$ cat src/dcht_pkg.sv
// Purpose: shared constants and types for the host transfer phase logic
// Assumes: one 50 MHz clock, DMA mode for host-to-buffer data
// Notes:   opcodes compare only the low five bits; flag bits sit above
package dcht_pkg;

  // ----------------------------------------------------------------
  // timing
  // ----------------------------------------------------------------
  localparam int CLK_PERIOD_NS = 20;
  localparam int UNDERRUN_NS = 32000;
  localparam int UNDERRUN_CYC_INT = (UNDERRUN_NS + CLK_PERIOD_NS - 1) / CLK_PERIOD_NS;
  localparam logic [10:0] UNDERRUN_CYC = 11'(UNDERRUN_CYC_INT);

  // ----------------------------------------------------------------
  // command layout
  // ----------------------------------------------------------------
  localparam logic [4:0] OP_READ_DATA = 5'h06;
  localparam logic [4:0] OP_READ_DEL = 5'h0c;
  localparam logic [4:0] OP_WRITE_DATA = 5'h05;
  localparam logic [4:0] OP_WRITE_DEL = 5'h09;
  localparam logic [3:0] IDX_SEL = 4'h1;
  localparam logic [3:0] IDX_CYL = 4'h2;
  localparam logic [3:0] IDX_HEAD = 4'h3;
  localparam logic [3:0] IDX_SECT = 4'h4;
  localparam logic [3:0] IDX_SIZE = 4'h5;
  localparam logic [3:0] IDX_FINAL = 4'h6;
  localparam logic [3:0] IDX_LAST = 4'h8;

  // ----------------------------------------------------------------
  // result layout
  // ----------------------------------------------------------------
  localparam logic [2:0] RES_LAST = 3'h6;
  localparam logic [7:0] RES_INVALID = 8'h80;
  localparam logic [1:0] IC_NORMAL = 2'h0;
  localparam logic [1:0] IC_ABNORMAL = 2'h1;
  localparam int ST1_END_BIT = 7;
  localparam int ST1_OVR_BIT = 4;
  localparam logic [15:0] SECTOR_BASE = 16'h0080;

  typedef enum logic [2:0] {
    S_IDLE = 3'b000,
    S_CMD = 3'b001,
    S_PROC = 3'b010,
    S_EXEC_W = 3'b011,
    S_EXEC_R = 3'b100,
    S_RESULT = 3'b101
  } dcht_state_type;

  function automatic logic op_valid(input logic [7:0] b);
    op_valid = (b[4:0] == OP_READ_DATA) || (b[4:0] == OP_READ_DEL) ||
               (b[4:0] == OP_WRITE_DATA) || (b[4:0] == OP_WRITE_DEL);
  endfunction

  function automatic logic op_write(input logic [7:0] b);
    op_write = (b[4:0] == OP_WRITE_DATA) || (b[4:0] == OP_WRITE_DEL);
  endfunction

endpackage

$ cat src/dcht_skid.sv
// Purpose: small valid/ready buffer between the byte buffer and the drive
// Assumes: DEPTH is a power of two
// Notes:   in_ready drops when full, so a drive stall backs up the drain
`timescale 1ns/1ns
module dcht_skid #(
  parameter int WIDTH = 8,
  parameter int DEPTH = 2
) (
  input wire logic clk_i,
  input wire logic rst_n_i,
  input wire logic in_valid_i,
  output logic in_ready_o,
  input wire logic [WIDTH-1:0] in_data_i,
  output logic out_valid_o,
  input wire logic out_ready_i,
  output logic [WIDTH-1:0] out_data_o
);
  localparam int AW = (DEPTH > 1) ? $clog2(DEPTH) : 1;

  typedef struct packed {
    logic [DEPTH-1:0][WIDTH-1:0] mem;
    logic [AW-1:0] wp;
    logic [AW-1:0] rp;
    logic [AW:0] cnt;
  } dcht_skid_type;

  dcht_skid_type s_reg, s_next;
  logic push, pop;

  assign in_ready_o = (s_reg.cnt != (AW+1)'(DEPTH));
  assign out_valid_o = (s_reg.cnt != '0);
  assign out_data_o = s_reg.mem[s_reg.rp];
  assign push = in_valid_i && in_ready_o;
  assign pop = out_valid_o && out_ready_i;

  always_comb begin
    s_next = s_reg;
    if (push) begin
      s_next.mem[s_reg.wp] = in_data_i;
      s_next.wp = s_reg.wp + 1'b1;
    end
    if (pop) begin
      s_next.rp = s_reg.rp + 1'b1;
    end
    s_next.cnt = s_reg.cnt + (AW+1)'(push) - (AW+1)'(pop);
  end

  always_ff @(posedge clk_i or negedge rst_n_i) begin
    if (!rst_n_i) begin
      s_reg <= '0;
    end else begin
      s_reg <= s_next;
    end
  end
endmodule // dcht_skid

$ cat src/dcht_top.sv
// Purpose: command, execution and result phase logic of a disk controller
// Assumes: host bytes and DMA pins are synchronous to CLK_I
// Notes:   read commands only wait for the drive side to finish
`timescale 1ns/1ns
// Function
// - raise DMA request at once when a host-to-buffer DMA command executes
// - keep request until buffer full, re-raise at threshold occupancy
// - drop request when end count is seen while grant is active
// - drop request on grant or strobe edge of the final byte
// - end transfer by end count, underrun, overrun or final sector number
// - finish a partial final sector internally as if end count arrived
// - implicit ends report abnormal status, end count ends do not
// - sector counted done when last byte drains; request may linger meanwhile
// - raise interrupt at start of result phase, except after an invalid command
// - after last result byte: ready 1, direction 0, busy cleared
// - take command bytes only in command phase; check first byte valid
// - invalid first byte: direction, busy and ready all 1
// - invalid command returns one result byte 80H then command phase
// - read commands: opcode flags, select byte, then C H R N final sector
// - read execution leaves the host interface idle until results
// - read results: three status bytes then C H R N
// - threshold field is service byte count minus one
module dcht_top
  import dcht_pkg::*;
#(
  parameter int FIFO_DEPTH = 16
) (
  input wire logic CLK_I,
  input wire logic RST_N_I,
  input wire logic HOST_WR_I,
  input wire logic [7:0] HOST_DATA_I,
  input wire logic HOST_RD_I,
  output logic [7:0] RES_DATA_O,
  output logic HOST_SERVICE_READY_O,
  output logic TRANSFER_DIRECTION_O,
  output logic COMMAND_IN_PROGRESS_O,
  output logic INT_O,
  output logic DMA_REQUEST_OUT_O,
  input wire logic DMA_GRANT_N_I,
  input wire logic DMA_WR_N_I,
  input wire logic [7:0] DMA_DATA_I,
  input wire logic TRANSFER_END_COUNT_I,
  input wire logic [3:0] BUFFER_THRESHOLD_FIELD_I,
  input wire logic READ_DONE_I,
  output logic [7:0] DRV_DATA_O,
  output logic DRV_VALID_O,
  input wire logic DRV_READY_I
);
  localparam int AW = $clog2(FIFO_DEPTH);
  localparam logic [AW:0] FULL = (AW+1)'(FIFO_DEPTH);

  // ----------------------------------------------------------------
  // state
  // ----------------------------------------------------------------
  typedef struct packed {
    dcht_state_type st;
    logic [3:0] idx;
    logic [7:0] last;
    logic wr_op;
    logic [2:0] hd;
    logic [7:0] c;
    logic [7:0] h;
    logic [7:0] r;
    logic [7:0] n;
    logic [7:0] final_sector_number;
    logic [FIFO_DEPTH-1:0][7:0] fifo;
    logic [AW-1:0] wp;
    logic [AW-1:0] rp;
    logic [AW:0] cnt;
    logic req;
    logic fill;
    logic endcnt_seen;
    logic ovr;
    logic unr;
    logic final_hit;
    logic inv;
    logic intr;
    logic wr_prev;
    logic [15:0] byte_cnt;
    logic [10:0] idle;
    logic [2:0] res_idx;
    logic [7:0] res_data;
  } dcht_ctl_type;

  dcht_ctl_type s_reg, s_next;
  logic endcnt_now, dma_take, in_valid, in_ready, drain, last_sec, to_res;
  logic [7:0] push_data;
  logic [15:0] sec_len, need;

  function automatic logic [7:0] res_sel(input dcht_ctl_type t, input logic [2:0] i);
    logic [1:0] ic;
    ic = (t.ovr || t.unr || t.final_hit) ? IC_ABNORMAL : IC_NORMAL;
    case (i)
      3'h0: res_sel = t.inv ? RES_INVALID : {ic, 3'h0, t.hd};
      3'h1: res_sel = {t.final_hit, 2'h0, t.ovr || t.unr, 4'h0};
      3'h2: res_sel = 8'h00;
      3'h3: res_sel = t.c;
      3'h4: res_sel = t.h;
      3'h5: res_sel = t.r;
      default: res_sel = t.n;
    endcase
  endfunction

  // ----------------------------------------------------------------
  // data path and request gating
  // ----------------------------------------------------------------
  assign sec_len = SECTOR_BASE << s_reg.n[2:0];
  assign last_sec = (s_reg.r == s_reg.final_sector_number);
  assign need = sec_len - s_reg.byte_cnt - 16'(s_reg.cnt);
  assign endcnt_now = (s_reg.st == S_EXEC_W) && !DMA_GRANT_N_I && TRANSFER_END_COUNT_I;
  // byte taken on strobe fall under grant
  assign dma_take = (s_reg.st == S_EXEC_W) && !s_reg.fill && !DMA_GRANT_N_I &&
                    s_reg.wr_prev && !DMA_WR_N_I;
  // pad with zeros once the host is done
  assign in_valid = (s_reg.st == S_EXEC_W) && ((s_reg.cnt != '0) || s_reg.fill);
  assign drain = in_valid && in_ready;
  assign push_data = (s_reg.cnt != '0) ? s_reg.fifo[s_reg.rp] : 8'h00;

  // final byte drops request on grant or strobe
  assign DMA_REQUEST_OUT_O = (s_reg.st == S_EXEC_W) && s_reg.req &&
                             (!last_sec || (need > 16'h0001) ||
                              ((need == 16'h0001) && DMA_GRANT_N_I && DMA_WR_N_I));
  assign HOST_SERVICE_READY_O = (s_reg.st == S_IDLE) || (s_reg.st == S_CMD) ||
                                (s_reg.st == S_RESULT);
  assign TRANSFER_DIRECTION_O = (s_reg.st == S_RESULT);
  assign COMMAND_IN_PROGRESS_O = (s_reg.st != S_IDLE);
  assign INT_O = s_reg.intr;
  assign RES_DATA_O = s_reg.res_data;

  // ----------------------------------------------------------------
  // next state
  // ----------------------------------------------------------------
  always_comb begin
    s_next = s_reg;
    to_res = 1'b0;
    s_next.wr_prev = DMA_WR_N_I;
    case (s_reg.st)
      S_IDLE, S_CMD: begin
        if (HOST_WR_I) begin
          s_next.last = HOST_DATA_I;
          s_next.st = S_PROC;
        end
      end
      S_PROC: begin
        s_next.st = S_CMD;
        s_next.idx = s_reg.idx + 4'h1;
        if (s_reg.idx == 4'h0) begin
          s_next.wr_op = op_write(s_reg.last);
          // invalid code goes straight to one result byte
          if (!op_valid(s_reg.last)) begin
            s_next.inv = 1'b1;
            s_next.st = S_RESULT;
            to_res = 1'b1;
          end
        end else if (s_reg.idx == IDX_SEL) begin
          s_next.hd = s_reg.last[2:0];
        end else if (s_reg.idx == IDX_CYL) begin
          s_next.c = s_reg.last;
        end else if (s_reg.idx == IDX_HEAD) begin
          s_next.h = s_reg.last;
        end else if (s_reg.idx == IDX_SECT) begin
          s_next.r = s_reg.last;
        end else if (s_reg.idx == IDX_SIZE) begin
          s_next.n = s_reg.last;
        end else if (s_reg.idx == IDX_FINAL) begin
          s_next.final_sector_number = s_reg.last;
        end else if (s_reg.idx == IDX_LAST) begin
          s_next.st = s_reg.wr_op ? S_EXEC_W : S_EXEC_R;
          s_next.req = s_reg.wr_op;
          s_next.idx = 4'h0;
        end
      end
      S_EXEC_R: begin
        // interface idle until drive side reports done
        if (READ_DONE_I) begin
          s_next.st = S_RESULT;
          s_next.intr = 1'b1;
          to_res = 1'b1;
        end
      end
      S_EXEC_W: begin
        if (dma_take) begin
          // write into a full buffer is an overrun
          if (s_reg.cnt == FULL) begin
            s_next.ovr = 1'b1;
            s_next.fill = 1'b1;
          end else begin
            s_next.fifo[s_reg.wp] = DMA_DATA_I;
            s_next.wp = s_reg.wp + 1'b1;
          end
        end
        s_next.cnt = s_reg.cnt + (AW+1)'(dma_take && (s_reg.cnt != FULL)) -
                     (AW+1)'(drain && (s_reg.cnt != '0));
        if (drain && (s_reg.cnt != '0)) begin
          s_next.rp = s_reg.rp + 1'b1;
        end
        if (endcnt_now) begin
          s_next.endcnt_seen = 1'b1;
          s_next.fill = 1'b1;
        end
        // host silence while starved is an underrun
        if ((s_reg.cnt == '0) && !s_reg.fill && !dma_take) begin
          s_next.idle = s_reg.idle + 11'h001;
          if (s_reg.idle == UNDERRUN_CYC - 11'h001) begin
            s_next.unr = 1'b1;
            s_next.fill = 1'b1;
          end
        end else begin
          s_next.idle = '0;
        end
        if (s_next.fill) begin
          s_next.req = 1'b0;
        end else if (s_next.cnt == FULL) begin
          s_next.req = 1'b0;
        end else if (s_next.cnt <= (AW+1)'(BUFFER_THRESHOLD_FIELD_I) + (AW+1)'(1)) begin
          // field plus one is the service level
          s_next.req = 1'b1;
        end
        // sector done only when its last byte drains
        if (drain) begin
          s_next.byte_cnt = s_reg.byte_cnt + 16'h0001;
          if (s_reg.byte_cnt == sec_len - 16'h0001) begin
            s_next.byte_cnt = '0;
            if (s_reg.fill || s_next.fill || last_sec) begin
              // final-sector end without end count is abnormal
              s_next.final_hit = last_sec && !s_next.endcnt_seen;
              s_next.st = S_RESULT;
              s_next.intr = 1'b1;
              s_next.cnt = '0;
              s_next.req = 1'b0;
              to_res = 1'b1;
            end else begin
              s_next.r = s_reg.r + 8'h01;
            end
          end
        end
      end
      S_RESULT: begin
        if (HOST_RD_I) begin
          s_next.intr = 1'b0;
          if (s_reg.inv || (s_reg.res_idx == RES_LAST)) begin
            s_next = '0;
            s_next.wr_prev = DMA_WR_N_I;
          end else begin
            s_next.res_idx = s_reg.res_idx + 3'h1;
            s_next.res_data = res_sel(s_reg, s_reg.res_idx + 3'h1);
          end
        end
      end
      default: s_next.st = S_IDLE;
    endcase
    // result data ready with the interrupt
    if (to_res) begin
      s_next.res_idx = '0;
      s_next.res_data = res_sel(s_next, 3'h0);
    end
  end

  always_ff @(posedge CLK_I or negedge RST_N_I) begin
    if (!RST_N_I) begin
      s_reg <= '0;
    end else begin
      s_reg <= s_next;
    end
  end

  // two-entry stage toward the drive; its ready stalls the drain
  dcht_skid #(.WIDTH(8), .DEPTH(2)) u_skid (
    .clk_i(CLK_I),
    .rst_n_i(RST_N_I),
    .in_valid_i(in_valid),
    .in_ready_o(in_ready),
    .in_data_i(push_data),
    .out_valid_o(DRV_VALID_O),
    .out_ready_i(DRV_READY_I),
    .out_data_o(DRV_DATA_O)
  );
endmodule // dcht_top

$ cat config.mk
export PLATFORM = sky130hd
export DESIGN_NAME = dcht_top
export DESIGN_NICKNAME = d
export VERILOG_FILES = /design/src/dcht_pkg.sv /design/src/dcht_skid.sv /design/src/dcht_top.sv
export SDC_FILE = /design/constraint.sdc
export NUM_CORES = 1
export LEC_CHECK = 0
export BUFFER_PORTS_ARGS = -buffer_cell sky130_fd_sc_hd__buf_2
export CORE_ASPECT_RATIO = 1.75
export CORE_MARGIN = 2
export CORE_UTILIZATION = 39
export DETAILED_ROUTE_END_ITERATION = 16
export GPL_TIMING_DRIVEN = 0
export PLACE_DENSITY = 0.54
export SLEW_MARGIN = 20
export SYNTH_ARGS = -nofsm -noshare
export SYNTH_HDL_FRONTEND = slang
export SYNTH_HIERARCHICAL = 1
export SYNTH_SLANG_ARGS = --single-unit
$ cat constraint.sdc
create_clock -name CLK_I -period 4.88 [get_ports CLK_I]
set_input_delay 0.732 -clock CLK_I [delete_from_list [all_inputs] [get_ports CLK_I]]
set_output_delay 0.732 -clock CLK_I [all_outputs]
set_load 0.005 [all_outputs]
==> results.cfg <==
[run_status]
status = finished clean

[logic_synthesis]
synthTopCellsByCount = dfrtp_1, nand3_1, o21ai_1, nand2_1, o21ai_0
synth_ff_type = dfrtp_1
avgSynthCellArea_um2 = 9.582
synth.most_common_cell = dfrtp_1
synth_edf_count = 0
ys.warnings.count = 6
syn_nets = 1653
yosys.area_share.simple_pct = 18.65
muxShareOfSynthArea_pct = 6.542
synth_top_family_by_area = simple AND/OR/NAND/NOR gates
synth_adder_area_share_pct = 5.156
ys_seq_area_share_pct = 44.56
syn_area_um2 = 15000
synth_compound_area_share_pct = 17.56
synth_xor_area_share_pct = 2.453
synth_async_sr_flop_share_pct = 100.0
synth_top_area_share_pct = 44.56
synth.largest_area_cell = dfrtp_1
ys_ff_latch = 267
ys_top_cells_by_area = dfrtp_1, nand3_1, ha_1, o21ai_1, o21ai_0
synth_cell_type_count = 94
netlist_instances = 1565

[timing]
layout_setup_ws_ns = 0.2839
worst_pin_slew_ns = 1.042
clock_skew_ns = 0.03019
finalCritPeriodShare_pct = 94.18
finalSetupViolCount = 0
rsz0062_at_grt = no
finalCriticalPeriod_ns = 4.596
hold_viol = 0
slew_headroom_pct = 30.10
slew_violations = 0
max_freq_ghz = 0.2176

[floorplan]
die_w_um = 152.2
coreArea_um2 = 38160
die_h_um = 263.4
rows = 95
initial_core_util_pct = 39.30
io_pins = 51
dieArea_um2 = 40100

[critical_path]
start_kind = flip-flop
crit_family = simple AND/OR/NAND/NOR gates
crit_top_cell = inv_1
worstPathArrival_ns = 3.86
slowest_delay_ns = 0.54
crit_chain = buf_4 > or3_1 > ha_1 > inv_1 > ha_4 > inv_1 > a222oi_1 > o311a_1 > nand4_1 > or4_4 > nor4_4 > nor2_1 > buf_2
slowest_stage = or4_4
cp_data_required_time_ns = 4.15
path_class = flip-flop to output port
critPathBufInv = 4
crit_fanout = 10
worstSetupEndpointType = output port

[cts]
cts_buffers = 28
cts_tree = yes
cts_sinks = 267
cts-root-buf = clkbuf_16
clockBufferDepth = 3
clk_latency_ns = 0.57
h-tree-depth = 1
clk_pin_slew_ns = 0.06

[grt]
antenna_found_initial = 0
first_global_vias = 12700
grt_pass1_wl_um = 73280
gr-usage-all-layers_pct = 23.06
overflow = 0
grt_max_degree = 84

[route]
wl_per_cell_um = 21.52
drtAntennaViolNets = 0
drt-total-wl_um = 46400
drt_first_iter_violations = 761
avgViaCountPerCell = 5.761
num_vias = 12420
firstDrtPassIters = 6
drc_errors = 0

[final_layout]
nFillCells = 3655
nets = 1737
syn2layout_area_growth_pct = 13.93
largest_reg_flops = 238
multi_input_area_um2 = 7592
diodes = 0
seq_area_um2 = 6683
layout-drive-gt1-share_pct = 13.82
final_core_util_pct = 44.78

[worst_hold_path]
hp-class = input pin to asynchronous set/reset pin

[job]
cap_violations = 0

[pwr]
power.density_nw_per_um2 = 587.0
leakagePower_nw = 7.558
irDropWorstVdd_v = 0.0004309

[placed_design]
pre_cts_slack_ns = 0.2456
gp_congestion = 0.9029
dp_hpwl_um = 35250
port_buffers = 50
-- cell usage in the layout, fill, tap and decap left out, types with 13 or more instances in the layout --
cell	n
xnor2_1	15
buf_2	75
buf_1	14
mux2i_1	35
and3_1	14
buf_4	15
nor2b_1	19
mux2_2	24
nand3_1	168
a21oi_1	41
a211oi_1	13
o21ai_0	92
nand4_1	18
clkbuf_16	29
ha_1	56
a31oi_1	15
nand2_1	121
nor3_1	13
xor2_1	27
clkbuf_1	50
inv_1	71
mux4_2	16
dfrtp_1	266
o221ai_1	17
o21ai_1	137
nor2_1	77
-- layer usage --
| metal | wire length (um) | global-route usage, % | vias to the layer above |
|---|---|---|---|
| li1 | - | - | 5885 |
| met1 | 17020 | 25.20 | 6103 |
| met2 | 24870 | 42.80 | 308 |
| met3 | 1423 | 2.058 | 124 |
| met4 | 3091 | 14.02 | 0 |
| met5 | 0 | 0 | - |
-- repair_timing --
action                                  4_1_cts  5_1_grt
resized for setup                             2        9
hold buffers                                  0        0
setup buffers                                 0        1
pin swaps                                     0        2
endpoints found under the setup margin        1        1
-- metrics by stage --
stage / hold slack [ns] / cell area (um2) / cells / setup TNS, ns / power (mW)
after floorplan: 0.4364 / 15000 / 1565 / 0 / 6.102
after detailed placement: 0.4745 / 15960 / 2104 / 0 / 7.530
after global placement: 0.4673 / 15850 / 2100 / -530.36 / 7.429
after CTS: 0.1112 / 17050 / 2156 / 0 / 10.06
final: 0.1082 / 17090 / 2156 / 0 / 10.03
after global routing: 0.1306 / 17090 / 2156 / 0 / 10.68
-- cells by family (layout without fill, tap and decap cells) --
group,count (synthesis),after routing
DFF,267,267
and+or+nand+nor,521,521
muxes,75,75
adders and majority gates,61,61
buffers and inverters,176,282
xor gates and xnor gates,42,42
AOI/OAI and AO/OA,423,423
-- area by class of cell --
| cell class | count | area share [%] |
|---|---|---|
| Buffer | 102 | 2.863 |
| Clock inverter | 8 | 1.128 |
| Tap cell | 485 | 3.552 |
| Timing Repair Buffer | 55 | 2.080 |
| Sequential cell | 267 | 39.11 |
| Inverter | 73 | 1.604 |
| Clock buffer | 44 | 5.222 |
| Multi-Input combinational cell | 1122 | 44.44 |
-- path summary, 6_finish.rpt --
kind | to | startpoint | depth (start not counted) | slack [ns]
min in group CLK_I | s_reg[38] | DMA_WR_N_I | 1 | 0.34
max in group asynchronous | s_reg[233] | RST_N_I | 3 | 3.56
hold reg to reg | s_reg[202] | s_reg[202] | 2 | 0.49
hold / removal | u_skid/s_reg[19] | RST_N_I | 1 | 0.11
setup / recovery | DMA_REQUEST_OUT_O | s_reg[196] | 13 | 0.28
setup reg to reg | s_reg[46] | s_reg[50] | 16 | 0.45
-- where the power goes --
group	internal (mW)	total [mW]	switching, mW
logic	1.66	4.38	2.72
registers	2.73	3.17	0.437
clock network	1.56	2.48	0.915
total	5.95	10.0	4.07
No activity file was read; power rests on OpenSTA's default activity.
